===== config.mk =====
export PLATFORM = sky130hd
export DESIGN_NAME = smr_socket
export DESIGN_NICKNAME = d
export VERILOG_FILES = /design/src/smr_group_msg.v /design/src/smr_socket.v
export VERILOG_INCLUDE_DIRS = /design/src /design/src/src
export SDC_FILE = /design/constraint.sdc
export NUM_CORES = 1
export LEC_CHECK = 0
export ABC_CLOCK_PERIOD_IN_PS = 6050
export BUFFER_PORTS_ARGS = -buffer_cell sky130_fd_sc_hd__buf_2
export CORE_MARGIN = 2
export CORE_UTILIZATION = 50
export CTS_CLUSTER_SIZE = 16
export DETAILED_ROUTE_END_ITERATION = 7
export PLACE_DENSITY = 0.7
export SLEW_MARGIN = 15
export SYNTH_ARGS = -nofsm -noshare
export SYNTH_HDL_FRONTEND = slang
export SYNTH_SLANG_ARGS = --single-unit

===== constraint.sdc =====
create_clock -name pclk -period 6.05 [get_ports pclk]
set_input_delay 0.9075 -clock pclk [delete_from_list [all_inputs] [get_ports pclk]]
set_output_delay 0.9075 -clock pclk [all_outputs]
set_load 0.02 [all_outputs]

===== src/smr_defines.vh =====
`ifndef SMR_DEFINES_VH
`define SMR_DEFINES_VH
// register byte offsets
`define SMR_MODE_OFF      12'h000
`define SMR_CMD_OFF       12'h004
`define SMR_IRQ_OFF       12'h008
`define SMR_STATE_OFF     12'h00C
`define SMR_PORT_OFF      12'h010
`define SMR_DHW_HI_OFF    12'h014
`define SMR_DHW_LO_OFF    12'h018
`define SMR_DIP_OFF       12'h01C
`define SMR_DPORT_OFF     12'h020
`define SMR_PROTO_OFF     12'h024
`define SMR_TXFREE_OFF    12'h028
`define SMR_TXWR_OFF      12'h02C
`define SMR_RXSIZE_OFF    12'h030
`define SMR_TXLEN_OFF     12'h034
`define SMR_RXDROP_OFF    12'h038
`define SMR_MSGCNT_OFF    12'h03C
// mode fields
`define SMR_MODE_MULTI_BIT 7
`define SMR_PROTO_CLOSED  4'h0
`define SMR_PROTO_TCP     4'h1
`define SMR_PROTO_UDP     4'h2
`define SMR_PROTO_IPRAW   4'h3
`define SMR_PROTO_MACRAW  4'h4
// commands
`define SMR_CMD_OPEN      8'h01
`define SMR_CMD_CLOSE     8'h10
`define SMR_CMD_SEND      8'h20
`define SMR_CMD_RECV      8'h40
// socket states
`define SMR_ST_CLOSED     8'h00
`define SMR_ST_UDP        8'h22
`define SMR_ST_IPRAW      8'h32
`define SMR_ST_MACRAW     8'h42
// interrupt flag bits
`define SMR_IRQ_RECV_BIT  2
`define SMR_IRQ_SEND_BIT  4
// protocol numbers
`define SMR_IPP_ICMP      8'h01
`define SMR_IPP_IGMP      8'h02
`define SMR_IPP_TCP       8'h06
`define SMR_IPP_UDP       8'h11
// group message kinds
`define SMR_MSG_JOIN      2'h1
`define SMR_MSG_LEAVE     2'h2
`define SMR_MSG_REPORT    2'h3
// rx header size and buffer size
`define SMR_RX_HDR_BYTES  16'h0006
`define SMR_TX_BUF_BYTES  16'h0800
`define SMR_RX_BUF_BYTES  16'h0800
// report period in ms and cycles at 100 MHz
`define SMR_REPORT_MS     10
`define SMR_CLK_KHZ       100000
`define SMR_REPORT_CYC    (`SMR_REPORT_MS * `SMR_CLK_KHZ)
`endif


===== src/smr_group_msg.v =====
`timescale 1ns/1ps
`include "smr_defines.vh"
// group messaging: join on open, leave on close, periodic report
module smr_group_msg #(
  parameter REPORT_CYC = `SMR_REPORT_CYC  // report period in cycles
) (
  input  wire        pclk,       // system clock
  input  wire        presetn,    // async reset, active low
  input  wire        join_req,   // pulse: multicast socket opened
  input  wire        leave_req,  // pulse: multicast socket closed
  input  wire        active,     // multicast socket open
  input  wire        msg_ready,  // mac accepts a message
  output reg         msg_valid,  // message request pending
  output reg  [1:0]  msg_kind    // join, leave or report
);
  reg [31:0] timer;              // report period counter
  reg        pend_join;          // join waiting
  reg        pend_leave;         // leave waiting
  reg        pend_rep;           // report waiting

  // pending flags; request wins over a same-cycle drain
  always @(posedge pclk or negedge presetn) begin
    if (!presetn) begin
      timer      <= 32'h0;
      pend_join  <= 1'b0;
      pend_leave <= 1'b0;
      pend_rep   <= 1'b0;
      msg_valid  <= 1'b0;
      msg_kind   <= 2'h0;
    end else begin
      // report timer runs only while the group is joined
      if (!active || timer >= REPORT_CYC - 1)
        timer <= 32'h0;
      else
        timer <= timer + 32'h1;
      if (msg_valid && msg_ready) begin
        msg_valid <= 1'b0;
      end else if (!msg_valid) begin
        // priority: leave, join, report
        if (pend_leave) begin
          msg_valid  <= 1'b1;
          msg_kind   <= `SMR_MSG_LEAVE;
          pend_leave <= leave_req;
        end else if (pend_join) begin
          msg_valid <= 1'b1;
          msg_kind  <= `SMR_MSG_JOIN;
          pend_join <= join_req;
        end else if (pend_rep) begin
          msg_valid <= 1'b1;
          msg_kind  <= `SMR_MSG_REPORT;
          pend_rep  <= 1'b0;
        end
      end
      if (join_req)
        pend_join <= 1'b1;
      if (leave_req) begin
        pend_leave <= 1'b1;
        pend_join  <= 1'b0;
        pend_rep   <= 1'b0;               // no report once the group is left
      end
      if (active && timer >= REPORT_CYC - 1)
        pend_rep <= 1'b1;
    end
  end
endmodule // smr_group_msg


===== src/smr_socket.v =====
`timescale 1ns/1ps
`include "smr_defines.vh"
// one socket's multicast, ip raw and mac raw control over apb
module smr_socket #(
  parameter REPORT_CYC = `SMR_REPORT_CYC,  // report period in cycles
  parameter SOCKET_ID  = 0                 // socket index, mac raw only on 0
) (
  input  wire        pclk,          // system clock
  input  wire        presetn,       // async reset, active low
  input  wire        psel,          // apb select
  input  wire        penable,       // apb access phase
  input  wire        pwrite,        // apb write
  input  wire [11:0] paddr,         // apb byte address
  input  wire [31:0] pwdata,        // apb write data
  output reg  [31:0] prdata,        // apb read data
  output wire        pready,        // apb ready, always one
  output wire        pslverr,       // apb error on unmapped address
  output reg         tx_start,      // pulse: frame send begins
  output reg  [7:0]  tx_proto,      // ip protocol field for send
  output reg  [47:0] tx_dest_hw,    // destination hw address for send
  output reg  [31:0] tx_dest_ip,    // destination ip for send
  output reg  [15:0] tx_dest_port,  // destination port for send
  output reg  [15:0] tx_len,        // send length in bytes
  output reg         tx_raw_frame,  // send frame as is, no headers
  input  wire        tx_done,       // pulse: send finished
  input  wire        rx_valid,      // pulse: received packet offered
  input  wire [7:0]  rx_proto,      // its ip protocol number
  input  wire [31:0] rx_src_ip,     // its sender ip
  input  wire [15:0] rx_len,        // its data length
  input  wire        rx_fragment,   // it is a fragment
  output reg         rx_accept,     // pulse: packet taken into rx buffer
  output reg  [47:0] rx_header,     // header stored before the data
  output wire        grp_valid,     // group message request
  output wire [1:0]  grp_kind,      // group message kind
  input  wire        grp_ready      // mac accepts group message
);
  reg  [7:0]  socket_mode_reg;      // mode: multicast bit, protocol
  reg  [7:0]  socket_state_reg;     // socket state
  reg  [7:0]  socket_interrupt_flags; // sticky event flags
  reg  [15:0] source_port_number;   // source port
  reg  [47:0] dest_hw_address;      // destination hw address
  reg  [31:0] dest_ip_address;      // destination ip
  reg  [15:0] dest_port_number;     // destination port
  reg  [7:0]  ip_protocol_number;   // ip raw protocol
  reg  [15:0] tx_write_pointer;     // host write pointer
  reg  [15:0] tx_read_pointer;      // send progress pointer
  reg  [15:0] rx_used;              // bytes in rx buffer
  reg  [15:0] rx_drop_count;        // dropped packet count
  reg  [15:0] msg_count;            // group messages sent
  reg         sending;              // send in progress
  reg         join_pulse;           // open of a multicast socket
  reg         leave_pulse;          // close of a multicast socket
  wire [15:0] tx_free_size;         // free tx bytes
  wire [15:0] rx_free;              // free rx bytes
  wire        wr_en;                // apb write strobe
  wire        cmd_wr;               // command register written
  wire [7:0]  cmd;                  // command byte
  wire        rx_ok;                // packet passes filter and fits
  wire        is_multi;             // socket open as multicast
  wire [3:0]  protocol_select_field; // mode protocol field

  // address decode shared by write strobe and error
  function mapped;
    input [11:0] a;
    begin
      mapped = (a[1:0] == 2'b00) && (a <= `SMR_MSGCNT_OFF);
    end
  endfunction

  assign pready  = 1'b1;
  assign pslverr = psel & penable & ~mapped(paddr);
  assign wr_en   = psel & penable & pwrite & mapped(paddr);
  assign cmd_wr  = wr_en && (paddr == `SMR_CMD_OFF);
  assign cmd     = pwdata[7:0];
  assign protocol_select_field = socket_mode_reg[3:0];
  assign is_multi = (socket_state_reg == `SMR_ST_UDP) &&
                    socket_mode_reg[`SMR_MODE_MULTI_BIT];
  assign tx_free_size = `SMR_TX_BUF_BYTES - (tx_write_pointer - tx_read_pointer);
  assign rx_free = `SMR_RX_BUF_BYTES - rx_used;
  // ip raw filter, tcp and udp numbers never served
  assign rx_ok = (socket_state_reg == `SMR_ST_IPRAW) &&
                 (ip_protocol_number != `SMR_IPP_TCP) &&
                 (ip_protocol_number != `SMR_IPP_UDP) &&
                 (rx_proto == ip_protocol_number) &&
                 !rx_fragment &&
                 ({16'h0, rx_len} + {16'h0, `SMR_RX_HDR_BYTES}
                  <= {16'h0, rx_free});

  // register writes, commands and state transitions
  always @(posedge pclk or negedge presetn) begin
    if (!presetn) begin
      socket_mode_reg    <= 8'h00;
      socket_state_reg   <= `SMR_ST_CLOSED;
      source_port_number <= 16'h0000;
      dest_hw_address    <= 48'h0;
      dest_ip_address    <= 32'h0;
      dest_port_number   <= 16'h0000;
      ip_protocol_number <= 8'h00;
      tx_write_pointer   <= 16'h0000;
      tx_read_pointer    <= 16'h0000;
      sending            <= 1'b0;
      join_pulse         <= 1'b0;
      leave_pulse        <= 1'b0;
      tx_start           <= 1'b0;
      tx_proto           <= 8'h00;
      tx_dest_hw         <= 48'h0;
      tx_dest_ip         <= 32'h0;
      tx_dest_port       <= 16'h0000;
      tx_len             <= 16'h0000;
      tx_raw_frame       <= 1'b0;
    end else begin
      join_pulse  <= 1'b0;
      leave_pulse <= 1'b0;
      tx_start    <= 1'b0;
      if (wr_en) begin
        case (paddr)
          `SMR_MODE_OFF:   socket_mode_reg <= pwdata[7:0];
          `SMR_PORT_OFF:   source_port_number <= pwdata[15:0];
          `SMR_DHW_HI_OFF: dest_hw_address[47:32] <= pwdata[15:0];
          `SMR_DHW_LO_OFF: dest_hw_address[31:0] <= pwdata;
          `SMR_DIP_OFF:    dest_ip_address <= pwdata;
          `SMR_DPORT_OFF:  dest_port_number <= pwdata[15:0];
          `SMR_PROTO_OFF:  ip_protocol_number <= pwdata[7:0];
          `SMR_TXWR_OFF:   tx_write_pointer <= pwdata[15:0];
          default: ;
        endcase
      end
      if (cmd_wr && cmd == `SMR_CMD_OPEN &&
          socket_state_reg == `SMR_ST_CLOSED) begin
        case (protocol_select_field)
          `SMR_PROTO_UDP: begin
            socket_state_reg <= `SMR_ST_UDP;
            if (socket_mode_reg[`SMR_MODE_MULTI_BIT])
              join_pulse <= 1'b1;
          end
          `SMR_PROTO_IPRAW:
            if (ip_protocol_number != `SMR_IPP_TCP &&
                ip_protocol_number != `SMR_IPP_UDP)
              socket_state_reg <= `SMR_ST_IPRAW;
          `SMR_PROTO_MACRAW:
            if (SOCKET_ID == 0)
              socket_state_reg <= `SMR_ST_MACRAW;
          default: ;
        endcase
      end else if (cmd_wr && cmd == `SMR_CMD_CLOSE) begin
        if (is_multi)
          leave_pulse <= 1'b1;
        socket_state_reg <= `SMR_ST_CLOSED;
        sending          <= 1'b0;
      end else if (cmd_wr && cmd == `SMR_CMD_SEND && !sending &&
                   socket_state_reg != `SMR_ST_CLOSED &&
                   tx_write_pointer != tx_read_pointer) begin
        // send uses stored destination, no rewrite needed
        sending      <= 1'b1;
        tx_start     <= 1'b1;
        tx_len       <= tx_write_pointer - tx_read_pointer;
        tx_dest_hw   <= dest_hw_address;
        tx_dest_ip   <= dest_ip_address;
        tx_dest_port <= dest_port_number;
        tx_proto     <= ip_protocol_number;
        tx_raw_frame <= (socket_state_reg == `SMR_ST_MACRAW);
      end
      if (sending && tx_done) begin
        sending         <= 1'b0;
        tx_read_pointer <= tx_read_pointer + tx_len;
      end
    end
  end

  // sticky flags: hardware set wins over write-one clear
  always @(posedge pclk or negedge presetn) begin
    if (!presetn) begin
      socket_interrupt_flags <= 8'h00;
    end else begin
      if (wr_en && paddr == `SMR_IRQ_OFF)
        socket_interrupt_flags <= socket_interrupt_flags & ~pwdata[7:0];
      if (sending && tx_done)
        socket_interrupt_flags[`SMR_IRQ_SEND_BIT] <= 1'b1;
      if (rx_valid && rx_ok)
        socket_interrupt_flags[`SMR_IRQ_RECV_BIT] <= 1'b1;
    end
  end

  // receive path: accept into buffer with header or drop
  always @(posedge pclk or negedge presetn) begin
    if (!presetn) begin
      rx_used       <= 16'h0000;
      rx_accept     <= 1'b0;
      rx_header     <= 48'h0;
      rx_drop_count <= 16'h0000;
    end else begin
      rx_accept <= 1'b0;
      if (rx_valid && rx_ok) begin
        rx_accept <= 1'b1;
        rx_header <= {rx_src_ip, rx_len};
        rx_used   <= rx_used + rx_len + `SMR_RX_HDR_BYTES;
      end else if (rx_valid && socket_state_reg == `SMR_ST_IPRAW) begin
        rx_drop_count <= rx_drop_count + 16'h1;
      end else if (cmd_wr && cmd == `SMR_CMD_RECV) begin
        rx_used <= 16'h0000;  // host drained the buffer
      end
      if (cmd_wr && cmd == `SMR_CMD_CLOSE)
        rx_used <= 16'h0000;
    end
  end

  // count group messages handed to the mac
  always @(posedge pclk or negedge presetn) begin
    if (!presetn)
      msg_count <= 16'h0000;
    else if (grp_valid && grp_ready)
      msg_count <= msg_count + 16'h1;
  end

  // apb read mux
  always @* begin
    case (paddr)
      `SMR_MODE_OFF:   prdata = {24'h0, socket_mode_reg};
      `SMR_IRQ_OFF:    prdata = {24'h0, socket_interrupt_flags};
      `SMR_STATE_OFF:  prdata = {24'h0, socket_state_reg};
      `SMR_PORT_OFF:   prdata = {16'h0, source_port_number};
      `SMR_DHW_HI_OFF: prdata = {16'h0, dest_hw_address[47:32]};
      `SMR_DHW_LO_OFF: prdata = dest_hw_address[31:0];
      `SMR_DIP_OFF:    prdata = dest_ip_address;
      `SMR_DPORT_OFF:  prdata = {16'h0, dest_port_number};
      `SMR_PROTO_OFF:  prdata = {24'h0, ip_protocol_number};
      `SMR_TXFREE_OFF: prdata = {16'h0, tx_free_size};
      `SMR_TXWR_OFF:   prdata = {16'h0, tx_write_pointer};
      `SMR_RXSIZE_OFF: prdata = {16'h0, rx_used};
      `SMR_TXLEN_OFF:  prdata = {16'h0, tx_len};
      `SMR_RXDROP_OFF: prdata = {16'h0, rx_drop_count};
      `SMR_MSGCNT_OFF: prdata = {16'h0, msg_count};
      default:         prdata = 32'h0;
    endcase
  end

  // ping stays in hardware outside this socket, group messaging runs in u_group inside it
  // internal group messaging covers versions 1 and 2 only
  smr_group_msg #(
    .REPORT_CYC (REPORT_CYC)
  ) u_group (
    .pclk      (pclk),
    .presetn   (presetn),
    .join_req  (join_pulse),
    .leave_req (leave_pulse),
    .active    (is_multi),
    .msg_ready (grp_ready),
    .msg_valid (grp_valid),
    .msg_kind  (grp_kind)
  );
endmodule // smr_socket


==> run_results.csv, run 1 <==
group,metric,value,unit
sta,max_freq,0.192,GHz
synth,synth-simple-area-share,18.1,%
worst_setup_path,crit_path_end_kind,"primary output",
synth,synth_top_family_by_area,"simple AND/OR/NAND/NOR gates",
status,violations,"DRC",
pwr,power.density,244,mW/mm^2
final_layout,areaGrowthSynthToFinish,17.8,%
sta,rsz0062_at_grt,"no",
synth,synth_area_per_cell,10.0,sq um
sta,timing_hold_violations_final,0,
global_routing,grt_pass1_wl,100,mm
worst_setup_path,crit_path_max_fanout,4,
placement,pre_cts_slack,1.23,ns
drt,wl_per_cell,21.3,microns
drt,viasPerCell,5.82,
pwr,peakVddDrop,0.000247,V
pwr,power.leakage,13.5,nW
synth,synthAdderAreaFrac,5.02,%
clock_tree,clockBufferDepth,3,
die,die-area,0.0445,sq mm
synth,ys_seq_area_share,50.5,%
synth,yosys.cell_types.count,79,
clock_tree,htreeDepth,2,
clock_tree,clkTransAtPathRegs,0.06,ns
synth,synthTopCellsByArea,"dfrtp_1 51%, nand2_1 10%, mux2_2 5.8%",
pwr,seqPwrFrac,47.5,%
sta,final.setup.tns,0,ns
final_layout,fin_nets,2629,
die,die_w,211,microns
synth,synth_compound_area_share,10.2,%
die,core_area,0.0421,sq mm
sta,finalMaxSlewViolations,0,
drt,ant_nets,0,
sta,fin_crit_sh,86.0,%
synth,synth-seq-cells,432,
synth,syn_area,0.0214,sq mm
final_layout,drive_gt1_share,22.6,%
flow_run,cap_violations,0,
synth,synth_edf_count,0,
synth,ys.flop_type,"dfrtp_1",
clock_tree,cts_resized,0,
synth,synth_top_area_cell,"dfrtp_1",
pwr,p_sw_share,23.1,%
clock_tree,cts_hold_buffers,0,
worst_setup_path,worstPathArrival,4.30,ns
worst_setup_path,cp_slowest_cell,"a222oi_1",
worst_setup_path,path_delay_family,"compound AO/OA/AOI/OAI gates",
worst_setup_path,worstSetupPathType,"reg -> out",
status,status,"finished with violations",
placement,hpwl,46.1,mm
pwr,switchingPower,1.42,mW
drt,vias,17600,
global_routing,grt_pass1_vias,17400,
clock_tree,numCtsBuffers,47,
drt,drt_iter0_drc,1635,
pwr,power_frac_comb,3.8,%
sta,fin_crit,5.20,ns
global_routing,antenna_found_initial,2,
sta,setup_ws,0.845,ns
drt,firstDrtPassIters,8,
clock_tree,clock_sinks,432,
placement,port_buffers,315,
final_layout,reg_top3,"dest_hw_address: 48 flops, rx_header: 48 flops, tx_dest_hw: 48 flops",
die,io_pins,317,
sta,slew_headroom,22.5,%
synth,synthTopCellsByCount,"582 x nand2_1, 432 x dfrtp_1, 110 x mux2_2",
worst_setup_path,slowest_delay,0.51,ns
synth,yosysMostFrequentCell,"nand2_1",
global_routing,grt_max_degree,125,
synth,synth.area.mux_share,8.02,%
clock_tree,clk_latency,0.61,ns
synth,ys_warn_count,0,
worst_setup_path,start_kind,"register",
global_routing,overflow,0,
synth,synthCells,2133,
placement,place_congestion,0.957,
sta,skew,0.0273,ns
worst_setup_path,critPathBufInv,2,
worst_setup_path,rrSetupSlack,1.14,ns
final_layout,fin_cells,3014,
global_routing,track_usage,29.1,%
synth,synthArstFlopShare,100,%
clock_tree,cts_tree,"built",
worst_setup_path,worstPathRequired,5.14,ns
hold_path,hp-class,"in -> async",
die,start_util,50.8,%
pwr,intPower,4.73,mW
worst_setup_path,path_cells,"inv_1 -> ha_1 -> fa_1 -> nand2b_1 -> a21boi_0 -> o21ai_0 -> a222oi_1 -> nand4_1 -> o31ai_2 -> nand2_1 -> xor2_1 -> o2111ai_1 -> buf_2",
synth,synth_xor_xnor_area_share,5.32,%
pwr,power,6.16,mW
die,placementRows,75,
die,die_y,211,microns
placement,placed_cells,2926,
drt,drc_errors,1,
drt,routed_wl,64.2,mm
sta,worst_slew_pin_slew,1.15,ns
clock_tree,ctsRootBufferMaster,"clkbuf_16",
sta,setup_viol,0,
synth,synth_top_area_share,50.5,%
pwr,clkPwrFrac,48.7,%
clock_tree,postCtsSetupRepairBufs,0,
-- cell usage in the layout (no fill, tap or decap), types with 9 or more instances in the layout --
cell       count
mux2_2       110
o21ai_0       43
a21o_1        14
nor4_1        13
nor3_1        26
buf_4         19
a22oi_1       10
a21oi_1       43
o21ai_1       28
buf_2        314
and2_1         9
conb_1        13
nor2_1        80
clkinv_2      15
inv_1         55
a221oi_1      25
and3_1        25
nand2_1      582
dfrtp_1      432
ha_1          81
nor2b_1       13
a22o_1        37
clkbuf_16     47
nand3_1       50
nand4_1       25
o2111ai_1     15
xnor2_1       65
mux2_1        38
a222oi_1      22
a21boi_0       9
xor2_1        65
-- worst register-to-register path: cells and delay by family, from the launching register on --
kind            cells  cell delay [ns]
xor+xnor            1             0.16
simple gates        6             2.48
fa+ha+maj           1             0.27
flops               1             0.47
compound gates      5             1.03
buf+inv             1             0.43
-- layout make-up --
class	count	area [sq um]
fillers	3654	16900
flip-flops and latches	432	10800
multi-input cells	1562	10100
repair buffers	338	1810
clock buffers	57	1250
well taps	539	674
clock inverters	29	370
inverters	55	206
diodes	2	5.00
-- final timing paths --
| path | start | end | cells after the start |
|---|---|---|---|
| max in group asynchronous | presetn | tx_dest_hw[4]$_DFFE_PN0P_ | 2 |
| hold / removal | presetn | rx_header[41]$_DFFE_PN0N_ | 1 |
| setup / recovery | tx_write_pointer[0]$_DFFE_PN0P_ | prdata[13] | 13 |
| setup reg to reg | rx_used[2]$_DFFE_PN0P_ | rx_used[8]$_DFFE_PN0P_ | 14 |
| hold reg to reg | leave_pulse$_DFF_PN0_ | u_group.pend_join$_DFFE_PN0P_ | 1 |
| min in group pclk | leave_pulse$_DFF_PN0_ | u_group.pend_join$_DFFE_PN0P_ | 1 |
-- metal layers --
layer	share of wire (%)	wire length (microns)	GRT usage [%]	vias to the layer above
met1	43	27800	41.0	8658
met5	0	0	0	-
li1	-	-	-	8006
met2	45	28600	44.3	747
met4	3.6	2280	10.1	0
met3	8.6	5540	6.96	139
-- power by group through the flow --
stage	Sequential, mW	Clock [mW]	Combinational (mW)
floorplan	2.97	0	0.0861
global placement	2.98	0	0.227
detailed placement	2.98	0	0.233
CTS	2.93	3.04	0.234
global route	2.93	3.17	0.259
finish	2.93	3.00	0.232
-- kinds of logic (layout without fill, tap and decap cells) --
family          count (synthesis)  after routing
compound gates                301            301
xor+xnor                      130            130
fa+ha+maj                      84             84
buf+inv                       150            479
flops                         432            432
mux                           153            153
other cells                     2             15
simple gates                  881            881
-- metrics by stage --
stage               utilization (%)  instance area (sq um)  hold WS (ns)
global placement               56.0                  23600         0.411
floorplan                         -                  21400         0.399
global route                   59.8                  25200         0.430
detailed placement             56.0                  23600         0.415
CTS                            59.8                  25200         0.399
finish                         59.8                  25200         0.365
No activity file was read; power rests on OpenSTA's default activity.
==> run 2, diff against run 1 <==
--- a/config.mk
+++ b/config.mk
@@ -10,3 +10,3 @@
 export BUFFER_PORTS_ARGS = -buffer_cell sky130_fd_sc_hd__buf_2
-export CORE_MARGIN = 2
+export CORE_MARGIN = 3
 export CORE_UTILIZATION = 50
==> constraint.sdc (replaced) <==
create_clock -name pclk -period 6.05 [get_ports pclk]
set_input_delay 0.3025 -clock pclk [delete_from_list [all_inputs] [get_ports pclk]]
set_output_delay 0.3025 -clock pclk [all_outputs]
set_load 0.02 [all_outputs]
==> run 2 against run 1 <==
The run now ends clean. Fmax up 6.7%. Sequential share of layout area decreased by 0.89 points. Die area increased by 1.9%. Cell count is 1.8% higher. Clock-buffer cell count is 7 higher. Sequential power hardly changed. Non-clock buffer count grew 58. Hold slack worse by 0.32 ns. Routed wire length is 0.13% higher.
==> run_results.csv, run 2 (synthesized netlist as in run 1, its figures left out) <==
group,metric,value,unit
placement,placed_cells,2921,
sta,fin_crit_sh,80.6,%
pwr,seqPwrFrac,48.3,%
status,status,"complete, no violations",
pwr,switchingPower,1.37,mW
final_layout,final_common_cell,"nand2_1",
die,die_w,213,microns
final_layout,fillers,3517,
hold_path,whs_path_depth,3,
drt,routed_wl,64.3,mm
pwr,peakVddDrop,0.000221,V
global_routing,track_usage,28.1,%
drt,drc_errors,0,
die,die-area,0.0453,sq mm
clock_tree,cts_hold_buffers,62,
clock_tree,ctsRootBufferMaster,"clkbuf_16",
pwr,power.density,235,mW/mm^2
clock_tree,clockBufferDepth,3,
worst_setup_path,crit_top_cell,"or4_1",
global_routing,grt_max_degree,170,
sta,final.setup.tns,0,ns
hold_path,worstHoldEndpoint,"rx_header[3]$_DFFE_PN0N_",
placement,port_buffers,315,
sta,slew_headroom,29.1,%
worst_setup_path,crit_path_max_fanout,50,
worst_setup_path,cp_slowest_cell,"or4_1",
clock_tree,postCtsSetupRepairBufs,0,
worst_setup_path,r2r-end,"rx_used[8]$_DFFE_PN0P_",
flow_run,cap_violations,0,
drt,vias,17700,
drt,drt_iter0_drc,1727,
worst_setup_path,worstSetupPathType,"reg -> reg",
worst_setup_path,path_delay_family,"simple AND/OR/NAND/NOR gates",
worst_setup_path,worstPathArrival,5.36,ns
final_layout,utilization,61.1,%
worst_setup_path,reg2reg_from,"rx_used[2]$_DFFE_PN0P_",
worst_setup_path,rrSetupSlack,1.17,ns
hold_path,hp-class,"in -> reg",
sta,setup_viol,0,
sta,worst_slew_pin_slew,1.05,ns
worst_setup_path,slowest_delay,0.59,ns
die,start_util,50.8,%
clock_tree,htreeDepth,2,
final_layout,fin_nets,2687,
global_routing,grt_pass1_wl,98.5,mm
drt,wl_per_cell,21.0,microns
worst_setup_path,start_kind,"register",
final_layout,final_cell_mix,"582 x nand2_1, 432 x dfrtp_1, 314 x buf_2",
sta,fin_crit,4.88,ns
clock_tree,clk_latency,0.59,ns
die,io_pins,317,
clock_tree,clock_sinks,432,
clock_tree,cts_resized,0,
clock_tree,cts_tree,"built",
die,placementRows,75,
final_layout,fin_cells,3068,
die,core_area,0.0421,sq mm
sta,max_freq,0.205,GHz
final_layout,drive_gt1_share,21.8,%
pwr,power,6.06,mW
placement,hpwl,45.7,mm
pwr,intPower,4.69,mW
worst_setup_path,ff2ff_path_depth,14,
sta,skew,0.0237,ns
sta,finalMaxSlewViolations,0,
final_layout,seq_area,0.0108,sq mm
final_layout,reg_top3,"dest_hw_address: 48 flops, rx_header: 48 flops, tx_dest_hw: 48 flops",
drt,viasPerCell,5.77,
sta,rsz0062_at_grt,"no",
pwr,p_sw_share,22.6,%
final_layout,areaGrowthSynthToFinish,20.3,%
clock_tree,numCtsBuffers,47,
worst_setup_path,critPathBufInv,1,
sta,timing_hold_violations_final,0,
final_layout,multi_input_area,0.0101,sq mm
worst_setup_path,crit_path_end_kind,"register",
clock_tree,clkTransAtPathRegs,0.06,ns
drt,firstDrtPassIters,7,
global_routing,overflow,0,
hold_path,hold_path.startpoint,"rx_len[3]",
worst_setup_path,worstPathRequired,6.54,ns
pwr,clkPwrFrac,47.3,%
global_routing,antenna_found_initial,5,
pwr,power_frac_comb,4.4,%
drt,ant_nets,0,
die,die_y,213,microns
global_routing,grt_pass1_vias,17500,
worst_setup_path,path_cells,"or4_1 -> or3_1 -> or4_1 -> nor3_2 -> xnor2_1 -> ha_1 -> a21o_1 -> a211o_1 -> o211ai_1 -> a31oi_1 -> nor4_4 -> buf_4 -> nand2_1 -> o21ai_1",
pwr,power.leakage,13.7,nW
placement,place_congestion,0.936,
==> run 2: final cells by class <==
type / instances / share of cell area [%]
Multi-Input combinational cell: 1562 / 39.2
Antenna cell: 2 / 0.0194
Timing Repair Buffer: 396 / 9.35
Tap cell: 539 / 2.62
Sequential cell: 432 / 42.0
Clock inverter: 18 / 0.836
Clock buffer: 64 / 5.21
Inverter: 55 / 0.802
==> run 2: per-stage QoR <==
step                      setup WS (ns)  hold WS [ns]  area [sq um]
final                              1.17        0.0451         25700
after global routing              0.765        0.0445         25700
after global placement             1.36         0.410         23500
after detailed placement           1.20         0.416         23500
after floorplan                    1.81       0.00691         21400
after CTS                          1.18       0.00141         25700
==> run 2: how the worst max path moves through the flow <==
stage	from	endpoint	cells after the start
3_5_place_dp	rx_used[2]$_DFFE_PN0P_	rx_used[1]$_DFFE_PN0P_	14
6_report	rx_used[2]$_DFFE_PN0P_	rx_used[8]$_DFFE_PN0P_	14
5_1_grt	rx_used[2]$_DFFE_PN0P_	rx_used[14]$_DFFE_PN0P_	16
2_1_floorplan	rx_used[2]$_DFFE_PN0P_	rx_drop_count[13]$_DFFE_PN0P_	16
4_1_cts	rx_used[2]$_DFFE_PN0P_	rx_used[1]$_DFFE_PN0P_	14
3_3_place_gp	rx_used[2]$_DFFE_PN0P_	rx_used[14]$_DFFE_PN0P_	14
==> run 2: worst reg2reg max path, cell delays in order, from the launching register on <==
cell and delay, ns:
dfrtp_1 0.46, or4_1 0.59, or3_1 0.38, or4_1 0.45, nor3_2 0.19, xnor2_1 0.15
ha_1 0.26, a21o_1 0.17, a211o_1 0.29, o211ai_1 0.09, a31oi_1 0.19, nor4_4 0.36
buf_4 0.50, nand2_1 0.45, o21ai_1 0.26
==> run 2: layer usage <==
metal  vias to the layer above  track usage, %  routed length [microns]
li1                       8142               -                        -
met1                      8697            38.1                    27200
met2                       715            43.9                    29000
met3                       140            6.55                     5580
met4                         2            11.4                     2570
met5                         -               0                       13
==> run 2: power groups by stage <==
stage	Combinational (mW)	Clock, mW	Sequential, mW
2_1_floorplan	0.0861	0	2.97
3_3_place_gp	0.228	0	2.98
3_5_place_dp	0.233	0	2.98
4_1_cts	0.265	2.93	2.93
5_1_grt	0.293	3.05	2.93
6_report	0.264	2.87	2.93
